===== src/hdl/evt_pkg.sv =====
// constants for the eight bit interval event timer
package evt_pkg;
  localparam logic [15:0] EVT_ADDR_PORT2_DIR = 16'hFF22;
  localparam logic [15:0] EVT_ADDR_MODE_CTRL = 16'hFF53;
  localparam logic [15:0] EVT_ADDR_COUNT = 16'hFF54;
  localparam logic [15:0] EVT_ADDR_COMPARE = 16'hFF55;
  localparam logic [7:0] EVT_MODE_RESET = 8'h00;
  localparam logic [7:0] EVT_DIR_RESET = 8'hFF;
  localparam logic [7:0] EVT_MODE_WMASK = 8'hC7;
  localparam int EVT_BIT_RUN = 7;
  localparam int EVT_BIT_PWM = 6;
  localparam int EVT_BIT_CLK_HI = 2;
  localparam int EVT_BIT_CLK_LO = 1;
  localparam int EVT_BIT_OUT_EN = 0;
  localparam int EVT_SHARED_PIN = 7;
  localparam int EVT_PRESCALE = 256;
  typedef enum logic [1:0] {
    EVT_CLK_SYS = 2'b00,
    EVT_CLK_DIV = 2'b01,
    EVT_CLK_RISE = 2'b10,
    EVT_CLK_FALL = 2'b11
  } evt_clk_sel_t;
endpackage


===== src/hdl/evt_timer.sv =====
// eight bit interval and event timer with port 2 direction control
module evt_timer
  import evt_pkg::*;
#(
  parameter int PRESCALE = EVT_PRESCALE
)(
  input wire logic clk,
  input wire logic rst_n,
  input wire logic [15:0] addr,
  input wire logic wr_en,
  input wire logic bit_wr,
  input wire logic [2:0] bit_sel,
  input wire logic [7:0] wdata,
  input wire logic rd_en,
  output logic [7:0] rdata,
  input wire logic [7:0] port2_latch,
  input wire logic [7:0] port2_pin_in,
  output logic [7:0] port2_pin_out,
  output logic [7:0] port2_pin_oe,
  output logic match_irq
);
  localparam int PW = $clog2(PRESCALE);

  initial
  begin
    if (PRESCALE < 2 || (1 << PW) != PRESCALE)
      $error("prescale must be a power of two of at least two");
    if (EVT_SHARED_PIN > 7)
      $error("shared pin index out of range");
  end

  logic [7:0] mode_reg;
  logic [7:0] mode_next;
  logic [7:0] dir_reg;
  logic [7:0] dir_next;
  logic [7:0] cmp_reg;
  logic [7:0] cmp_next;
  logic [7:0] cnt_reg;
  logic [7:0] cnt_next;
  logic [PW-1:0] pre_reg;
  logic [PW-1:0] pre_next;
  logic sync1_reg;
  logic sync2_reg;
  logic evt_prev_reg;
  logic evt_prev_next;
  logic tout_reg;
  logic tout_next;
  logic irq_reg;
  logic irq_next;
  logic [7:0] rdata_reg;
  logic [7:0] rdata_next;
  logic [7:0] pout_reg;
  logic [7:0] pout_next;
  logic [7:0] poe_reg;
  logic [7:0] poe_next;
  logic run;
  logic pwm;
  logic ext_clk;
  logic tick;
  logic match;
  evt_clk_sel_t csel;

  // mode register; unused bits are never stored
  always_comb
  begin
    mode_next = mode_reg;
    if (wr_en && addr == EVT_ADDR_MODE_CTRL)
    begin
      if (bit_wr)
        mode_next[bit_sel] = wdata[0];
      else
        mode_next = wdata;
      mode_next = mode_next & EVT_MODE_WMASK;
    end
  end

  // direction register
  always_comb
  begin
    dir_next = dir_reg;
    if (wr_en && addr == EVT_ADDR_PORT2_DIR)
    begin
      if (bit_wr)
        dir_next[bit_sel] = wdata[0];
      else
        dir_next = wdata;
    end
  end

  // compare register; bit writes ignored, byte only
  always_comb
  begin
    cmp_next = cmp_reg;
    if (wr_en && !bit_wr && addr == EVT_ADDR_COMPARE)
      cmp_next = wdata;
  end

  assign run = mode_reg[EVT_BIT_RUN];
  assign pwm = mode_reg[EVT_BIT_PWM];
  assign csel = evt_clk_sel_t'({mode_reg[EVT_BIT_CLK_HI], mode_reg[EVT_BIT_CLK_LO]});
  assign ext_clk = (csel == EVT_CLK_RISE) || (csel == EVT_CLK_FALL);

  // prescaler cleared while stopped, so a start sees a full first period
  always_comb
  begin
    pre_next = run ? PW'(pre_reg + 1'b1) : '0;
  end

  // pin edges seen only after the two-stage synchroniser
  always_comb
  begin
    evt_prev_next = sync2_reg;
    case (csel)
      EVT_CLK_SYS: tick = 1'b1;
      EVT_CLK_DIV: tick = (pre_reg == {PW{1'b1}});
      EVT_CLK_RISE: tick = sync2_reg && !evt_prev_reg;
      EVT_CLK_FALL: tick = !sync2_reg && evt_prev_reg;
      default: tick = 1'b0;
    endcase
  end

  // counter, compare and output waveform
  always_comb
  begin
    match = run && tick && (cnt_reg == cmp_reg);
    cnt_next = cnt_reg;
    tout_next = tout_reg;
    irq_next = 1'b0;
    if (!run)
    begin
      cnt_next = '0;
      tout_next = 1'b0;
    end
    else if (tick)
    begin
      if (pwm)
      begin
        // pwm: free-running 8 bit period, high from the wrap to 00 until match
        cnt_next = cnt_reg + 8'h01;
        irq_next = match;
        if (cnt_reg == 8'hFF)
          tout_next = 1'b1;
        else if (match)
          tout_next = 1'b0;
      end
      else if (match)
      begin
        cnt_next = '0;
        irq_next = 1'b1;
        tout_next = !tout_reg;
      end
      else
        cnt_next = cnt_reg + 8'h01;
    end
  end

  // pin drive per pin; timer output only when enabled and not clocking from the pin
  for (genvar i = 0; i < 8; i++)
  begin : g_pin
    assign poe_next[i] = !dir_reg[i];
    if (i == EVT_SHARED_PIN)
    begin : g_shared
      assign pout_next[i] = port2_latch[i] |
        (tout_reg & mode_reg[EVT_BIT_OUT_EN] & !ext_clk);
    end
    else
    begin : g_plain
      assign pout_next[i] = port2_latch[i];
    end
  end

  // read mux; unmapped addresses read zero
  always_comb
  begin
    rdata_next = rdata_reg;
    if (rd_en)
    begin
      case (addr)
        EVT_ADDR_MODE_CTRL: rdata_next = mode_reg;
        EVT_ADDR_PORT2_DIR: rdata_next = dir_reg;
        EVT_ADDR_COUNT: rdata_next = cnt_reg;
        EVT_ADDR_COMPARE: rdata_next = cmp_reg;
        default: rdata_next = 8'h00;
      endcase
    end
  end

  // software registers
  always_ff @(posedge clk or negedge rst_n)
  begin
    if (!rst_n)
    begin
      mode_reg <= EVT_MODE_RESET;
      dir_reg <= EVT_DIR_RESET;
    end
    else
    begin
      mode_reg <= mode_next;
      dir_reg <= dir_next;
    end
  end

  // prescaler
  always_ff @(posedge clk or negedge rst_n)
  begin
    if (!rst_n)
    begin
      pre_reg <= '0;
    end
    else
    begin
      pre_reg <= pre_next;
    end
  end

  // pin synchroniser and edge history; only the second stage is read
  always_ff @(posedge clk or negedge rst_n)
  begin
    if (!rst_n)
    begin
      sync1_reg <= 1'b0;
      sync2_reg <= 1'b0;
      evt_prev_reg <= 1'b0;
    end
    else
    begin
      sync1_reg <= port2_pin_in[EVT_SHARED_PIN];
      sync2_reg <= sync1_reg;
      evt_prev_reg <= evt_prev_next;
    end
  end

  // counter, output waveform and match pulse
  always_ff @(posedge clk or negedge rst_n)
  begin
    if (!rst_n)
    begin
      cnt_reg <= 8'h00;
      tout_reg <= 1'b0;
      irq_reg <= 1'b0;
    end
    else
    begin
      cnt_reg <= cnt_next;
      tout_reg <= tout_next;
      irq_reg <= irq_next;
    end
  end

  // pin drivers, registered so the pins never glitch
  always_ff @(posedge clk or negedge rst_n)
  begin
    if (!rst_n)
    begin
      pout_reg <= 8'h00;
      poe_reg <= 8'h00;
    end
    else
    begin
      pout_reg <= pout_next;
      poe_reg <= poe_next;
    end
  end

  // read data
  always_ff @(posedge clk or negedge rst_n)
  begin
    if (!rst_n)
    begin
      rdata_reg <= 8'h00;
    end
    else
    begin
      rdata_reg <= rdata_next;
    end
  end

  // compare value has no reset, as it is undefined after reset
  always_ff @(posedge clk)
  begin
    cmp_reg <= cmp_next;
  end

  assign rdata = rdata_reg;
  assign port2_pin_out = pout_reg;
  assign port2_pin_oe = poe_reg;
  assign match_irq = irq_reg;
endmodule


===== config.mk =====
export PLATFORM = sky130hd
export DESIGN_NAME = evt_timer
export DESIGN_NICKNAME = d
export VERILOG_FILES = /design/src/hdl/evt_pkg.sv /design/src/hdl/evt_timer.sv
export SDC_FILE = /design/constraint.sdc
export NUM_CORES = 1
export LEC_CHECK = 0
export BUFFER_PORTS_ARGS = -buffer_cell sky130_fd_sc_hd__buf_2
export CAP_MARGIN = 40
export CELL_PAD_IN_SITES_DETAIL_PLACEMENT = 2
export CELL_PAD_IN_SITES_GLOBAL_PLACEMENT = 2
export CORE_MARGIN = 5
export CORE_UTILIZATION = 37
export CTS_CLUSTER_DIAMETER = 30
export DETAILED_ROUTE_END_ITERATION = 10
export PLACE_DENSITY = 0.86
export SLEW_MARGIN = 20
export SYNTH_ARGS = -nofsm -noshare
export SYNTH_HDL_FRONTEND = slang
export SYNTH_SLANG_ARGS = --single-unit
export TNS_END_PERCENT = 20

===== constraint.sdc =====
create_clock -name clk -period 3.5 [get_ports clk]
set_clock_uncertainty 0.2 [all_clocks]
set_input_delay 0.35 -clock clk [delete_from_list [all_inputs] [get_ports clk]]
set_output_delay 0.35 -clock clk [all_outputs]
set_load 0.02 [all_outputs]

==> flow_summary.json, run 1 <==
{
  "start_util_pct": 37.9,
  "antenna_left": 0,
  "antenna_found_initial": 0,
  "cts_buffers": 9,
  "power_leakage_nw": 1.73,
  "insertion_delay_ns": 0.37,
  "die_area_mm2": 0.0103,
  "grt_max_degree": 27,
  "power.density_mw_per_mm2": 499,
  "synth.area.mux_share_pct": 5.29,
  "status": "completed",
  "syn_area_per_cell_um2": 11.2,
  "grtUsageTotal_pct": 22.6,
  "post_drt_wl_per_cell_um": 22.6,
  "hold_viol_final": 0,
  "mostFrequentLayoutCell": "buf_2",
  "mostFrequentLayoutCells": "buf_2 (65), dfrtp_1 (50), inv_1 (25)",
  "synth-main-ff-cell": "dfrtp_1",
  "cp-start-kind": "input port",
  "dp_hpwl_um": 7330,
  "syn_nets": 327,
  "holdWs_ns": 0.0328,
  "num_rows": 33,
  "worst_slew_margin_rel_pct": 43.7,
  "ir_drop_v": 0.000263,
  "ioPinCount": 73,
  "totalWireLength_um": 10700,
  "avgViaCountPerCell": 5.52,
  "power_mw": 1.96,
  "synth_top_family_by_area": "simple AND/OR/NAND/NOR gates",
  "first_pass_iters": 5,
  "synth-xor-area-share_pct": 3.39,
  "clkTransAtPathRegs_ns": 0.08,
  "hp-class": "in2reg",
  "seq_area_frac_synth_pct": 54.9,
  "vias": 2620,
  "coreArea_mm2": 0.00818,
  "place_congestion": 0.758,
  "fmax_mhz": 440,
  "final_cells": 475,
  "tightest_slew_ns": 0.841,
  "cp_slowest_stage_delay_ns": 0.75,
  "drive_gt1_share_pct": 30.0,
  "fin_nets": 415,
  "yosys.area_share.simple_pct": 16.0,
  "die_y_um": 102,
  "synthCells": 277,
  "synth_fa_ha_area_share_pct": 0.808,
  "grt_pass1_vias": 3011,
  "crit_slowest_cell": "nor2_1",
  "cp_max_fo": 11,
  "worstSetupEndpointType": "register",
  "die_w_um": 102,
  "post_cts_resized": 0,
  "ys_ff_latch": 66,
  "port_buffers": 65,
  "final-max-slew-violation-count": 0,
  "synth_warnings": 0,
  "cts-root-buf": "clkbuf_8",
  "htreeDepth": 3,
  "synthArstFlopShare_pct": 87.9,
  "setup_viol": 0,
  "rsz0062_at_grt": "false",
  "worstPathArrival_ns": 2.37,
  "fin_crit_sh_pct": 65.0,
  "drc_errors": 0,
  "yosysUniqueCellTypes": 63,
  "fin_crit_ns": 2.27,
  "cp.required_ns": 3.59,
  "fin_setup_tns_ns": 0,
  "placed_cells": 443,
  "grt_overflow": 0,
  "clockBufferDepth": 2,
  "netlist_area_mm2": 0.00310,
  "synth_compound_area_share_pct": 15.4,
  "drt_iter0_drc": 164,
  "num_antenna_cells": 0,
  "cts_tree": "done",
  "cts_sinks": 66,
  "crit_chain": "buf_2 -> and4bb_1 -> nand4_1 -> nor2_1 -> nand2_1 -> mux2_1",
  "drv_cap": 0,
  "grt_pass1_wl_um": 17300,
  "area_growth_pct": 26.7,
  "fin_util_pct": 48.0,
  "synth-edff-count": 8,
  "criticalPathCategory": "in2reg"
}
==> Yosys cell counts (all sizes together), types with 4 or more instances <==
master	n	area share (%)
dfrtp	50	40
inv	25	3.0
nand2	18	2.2
o21ai	16	2.6
nor2	15	2.4
a21oi	11	1.8
mux2	11	4.0
o22ai	11	2.2
xor2	10	2.8
nand3	9	1.6
dfstp	8	6.8
edfxtp	8	7.8
a222oi	5	1.6
a22o	5	1.4
clkbuf	5	0.65
nor2b	5	1.0
a31o	4	1.1
and2	4	0.81
and3	4	0.81
mux2i	4	1.3
nor4	4	1.2
or3	4	0.81
==> what timing repair did <==
item | in CTS | in global routing
hold endpoints to repair | 36 | 0
hold buffers | 15 | 0
setup buffers | 0 | 0
==> stage by stage <==
step                      area [um2]  worst slack [ns]
after floorplan                 3100              1.11
after global placement          3540              1.08
after global routing            3920              1.15
after detailed placement        3560             0.919
after CTS                       3920              1.22
final                           3920              1.23
==> path summary, 6_finish.rpt <==
path	startpoint	endpoint	slack [ns]	cells after the start
worst max-delay path	addr[7]	dir_reg[0]	1.23	6
worst min-delay path	wdata[5]	cmp_reg[5]	0.03	1
worst max register to register	pre_reg[0]	cnt_reg[5]	1.34	6
worst min register to register	sync1_reg	evt_prev_next	0.17	0
max in group asynchronous	rst_n	dir_reg[2]	1.98	4
min in group asynchronous	rst_n	pre_reg[4]	0.30	2
==> kinds of logic after synthesis <==
group / count (synthesis)
simple gates: 81
compound gates: 68
flops: 66
buf+inv: 33
mux: 15
xor+xnor: 12
fa+ha+maj: 2
==> cell type report <==
type                    count  area (um2)
clock buffers              10         138
clock inverters             6        70.1
fillers                   851        4250
inverters                  25        93.8
multi-input cells         178        1270
flip-flops and latches     66        1700
well taps                 105         131
repair buffers             85         523
==> per-layer routing <==
| layer | part of all wire [%] | wire length [um] | up-vias | global-route usage [%] |
|---|---|---|---|---|
| met5 | 0 | 0 | - | 0 |
| met4 | 2.1 | 221 | 0 | 9.20 |
| met2 | 54 | 5750 | 75 | 39.5 |
| met1 | 40 | 4290 | 1340 | 27.6 |
| met3 | 4.3 | 459 | 18 | 3.79 |
| li1 | - | - | 1187 | - |
==> critical path, delay by kind of cell <==
kind,cells,cell delay [ns]
multiplexers,1,0.36
buffers and inverters,1,0.09
AND/OR/NAND/NOR,4,1.56
==> power breakdown <==
part           internal [mW]  leakage, nW  total, mW  switching (mW)
Combinational          0.151        0.856      0.319           0.167
Sequential             0.841        0.769      0.952           0.111
Clock                  0.355        0.104      0.688           0.333
Total                   1.35         1.73       1.96           0.611
(Power assumes the default switching activity.)
==> run 2, diff against run 1 <==
- CORE_UTILIZATION: 37 -> 31
- PLACE_DENSITY: 0.86 -> 0.77
- clock period: 3.5 -> 1.96 ns (I/O delays scaled with it)
==> run 2 against run 1 <==
  * The flow now finishes with violations (setup timing)
  * Sequential power grew 70%
  * Cell count increased by 14%
  * Combinational power rose to 2.5 times the previous value
  * Routed wire length is 8.3% higher
  * Non-clock buffer count is 38 higher
  * Critical endpoint is now cnt_reg[6]
  * Sequential cell count is the same
  * Global-route usage fell by 2.5 points
  * Hold slack gained 0.016 ns
  * Highest routed layer unchanged
==> flow_summary.json, run 2 (same netlist as run 1, synthesis figures left out) <==
{
  "status": "finished, violations left",
  "violations": "setup timing",
  "die_y_um": 110,
  "antenna_left": 0,
  "internal_power_mw": 2.53,
  "start_util_pct": 31.7,
  "die_area_mm2": 0.0121,
  "placed_cells": 495,
  "fin_setup_tns_ns": -0.431,
  "insertion_delay_ns": 0.34,
  "drive_gt1_share_pct": 36.8,
  "regArea_mm2": 0.00170,
  "post_drt_wl_per_cell_um": 21.5,
  "reg2reg_depth": 6,
  "power_leakage_nw": 1.93,
  "ir_drop_v": 0.000362,
  "final-max-slew-violation-count": 0,
  "hp-class": "in2reg",
  "worstSetupEndpointType": "register",
  "num_rows": 36,
  "whs_path_depth": 2,
  "n_fill_cell": 1033,
  "fin_nets": 453,
  "dp_hpwl_um": 7470,
  "port_buffers": 65,
  "grt_max_degree": 25,
  "worstPathArrival_ns": 2.07,
  "p_comb_share_pct": 22.1,
  "grt_overflow": 0,
  "cp.required_ns": 1.98,
  "hold_viol_final": 0,
  "mostFrequentLayoutCell": "buf_2",
  "cp-start-kind": "register",
  "fin_util_pct": 44.2,
  "drv_cap": 0,
  "fin_crit_sh_pct": 105,
  "worst_slew_margin_rel_pct": 34.6,
  "area_growth_pct": 39.4,
  "switchingPower_mw": 1.11,
  "cts-root-buf": "clkbuf_8",
  "final_cells": 541,
  "fmax_mhz": 488,
  "multi_input_area_mm2": 0.00134,
  "grt_pass1_vias": 3164,
  "p_clk_share_pct": 33.4,
  "drc_errors": 0,
  "mostFrequentLayoutCells": "buf_2 (65), dfrtp_1 (50), buf_4 (38)",
  "cts_buffers": 9,
  "criticalPathCategory": "reg2reg",
  "pwr-share-seq_pct": 44.5,
  "vias": 2804,
  "avgViaCountPerCell": 5.18,
  "clockBufferDepth": 2,
  "fin_crit_ns": 2.05,
  "setup_ws_ns": -0.0893,
  "totalWireLength_um": 11600,
  "clkTransAtPathRegs_ns": 0.08,
  "tightest_slew_ns": 0.967,
  "dp_slack_ns": -0.108,
  "place_congestion": 0.776,
  "grtUsageTotal_pct": 20.0,
  "cts_sinks": 66,
  "first_pass_iters": 5,
  "holdWs_ns": 0.0484,
  "swShare_pct": 30.5,
  "cts_tree": "done",
  "die_w_um": 110,
  "htreeDepth": 3,
  "coreArea_mm2": 0.00977,
  "cp_max_fo": 3,
  "rsz0062_at_grt": "true",
  "drt_iter0_drc": 117,
  "num_antenna_cells": 0,
  "ioPinCount": 73,
  "power.density_mw_per_mm2": 842,
  "antenna_found_initial": 0,
  "grt_pass1_wl_um": 17900,
  "setup_viol": 10
}
==> run 2: layout make-up <==
class	instances	share of cell area, %
multi-input combinational	178	30.9
timing repair buffer	123	18.8
tap	133	3.85
clock inverter	2	0.319
sequential	66	39.4
inverter	25	2.17
clock buffer	14	4.52
==> run 2: metal layers <==
| layer | track usage, % | vias up | share of wire [%] |
|---|---|---|---|
| li1 | - | 1265 | - |
| met1 | 23.5 | 1447 | 40 |
| met2 | 36.7 | 70 | 55 |
| met3 | 3.41 | 22 | 3.1 |
| met4 | 6.68 | 0 | 2.4 |
| met5 | 0 | - | 0 |
==> run 2: repair_timing <==
action,CTS,global route
setup buffers,5,6
gates resized for setup,8,4
hold buffers,19,0
endpoints found under the setup margin,8,10
pin swaps,12,7
hold endpoints to repair,83,0
==> run 2: metrics by stage <==
step	cell area, um2	power [mW]
floorplan	3100	2.00
detailed placement	3770	2.33
finish	4320	3.64
global route	4320	3.80
CTS	4260	3.59
global placement	3770	2.29
==> run 2: power groups by stage <==
stage / Clock, mW / Sequential, mW / Combinational, mW
final: 1.22 / 1.62 / 0.802
after global routing: 1.31 / 1.63 / 0.862
after CTS: 1.22 / 1.61 / 0.758
after detailed placement: 0 / 1.63 / 0.702
after global placement: 0 / 1.63 / 0.665
after floorplan: 0 / 1.66 / 0.341
==> run 2: path summary, 6_finish.rpt <==
check | start | endpoint | slack, ns
setup / recovery | pre_reg[1] | cnt_reg[6] | -0.09
min in group asynchronous | rst_n | port2_pin_out[6] | 0.08
hold reg to reg | sync1_reg | evt_prev_next | 0.15
hold / removal | bit_wr | dir_reg[4] | 0.05
max in group asynchronous | rst_n | dir_reg[6] | 0.82
setup reg to reg | pre_reg[1] | cnt_reg[6] | -0.09
==> run 2: critical path, stage by stage (launching register included) <==
cell and delay [ns]:
dfrtp_1 0.38, ha_2 0.19, nand3_2 0.09, or4_4 0.54, o211ai_4 0.13, nor2_4 0.06
a221o_1 0.34
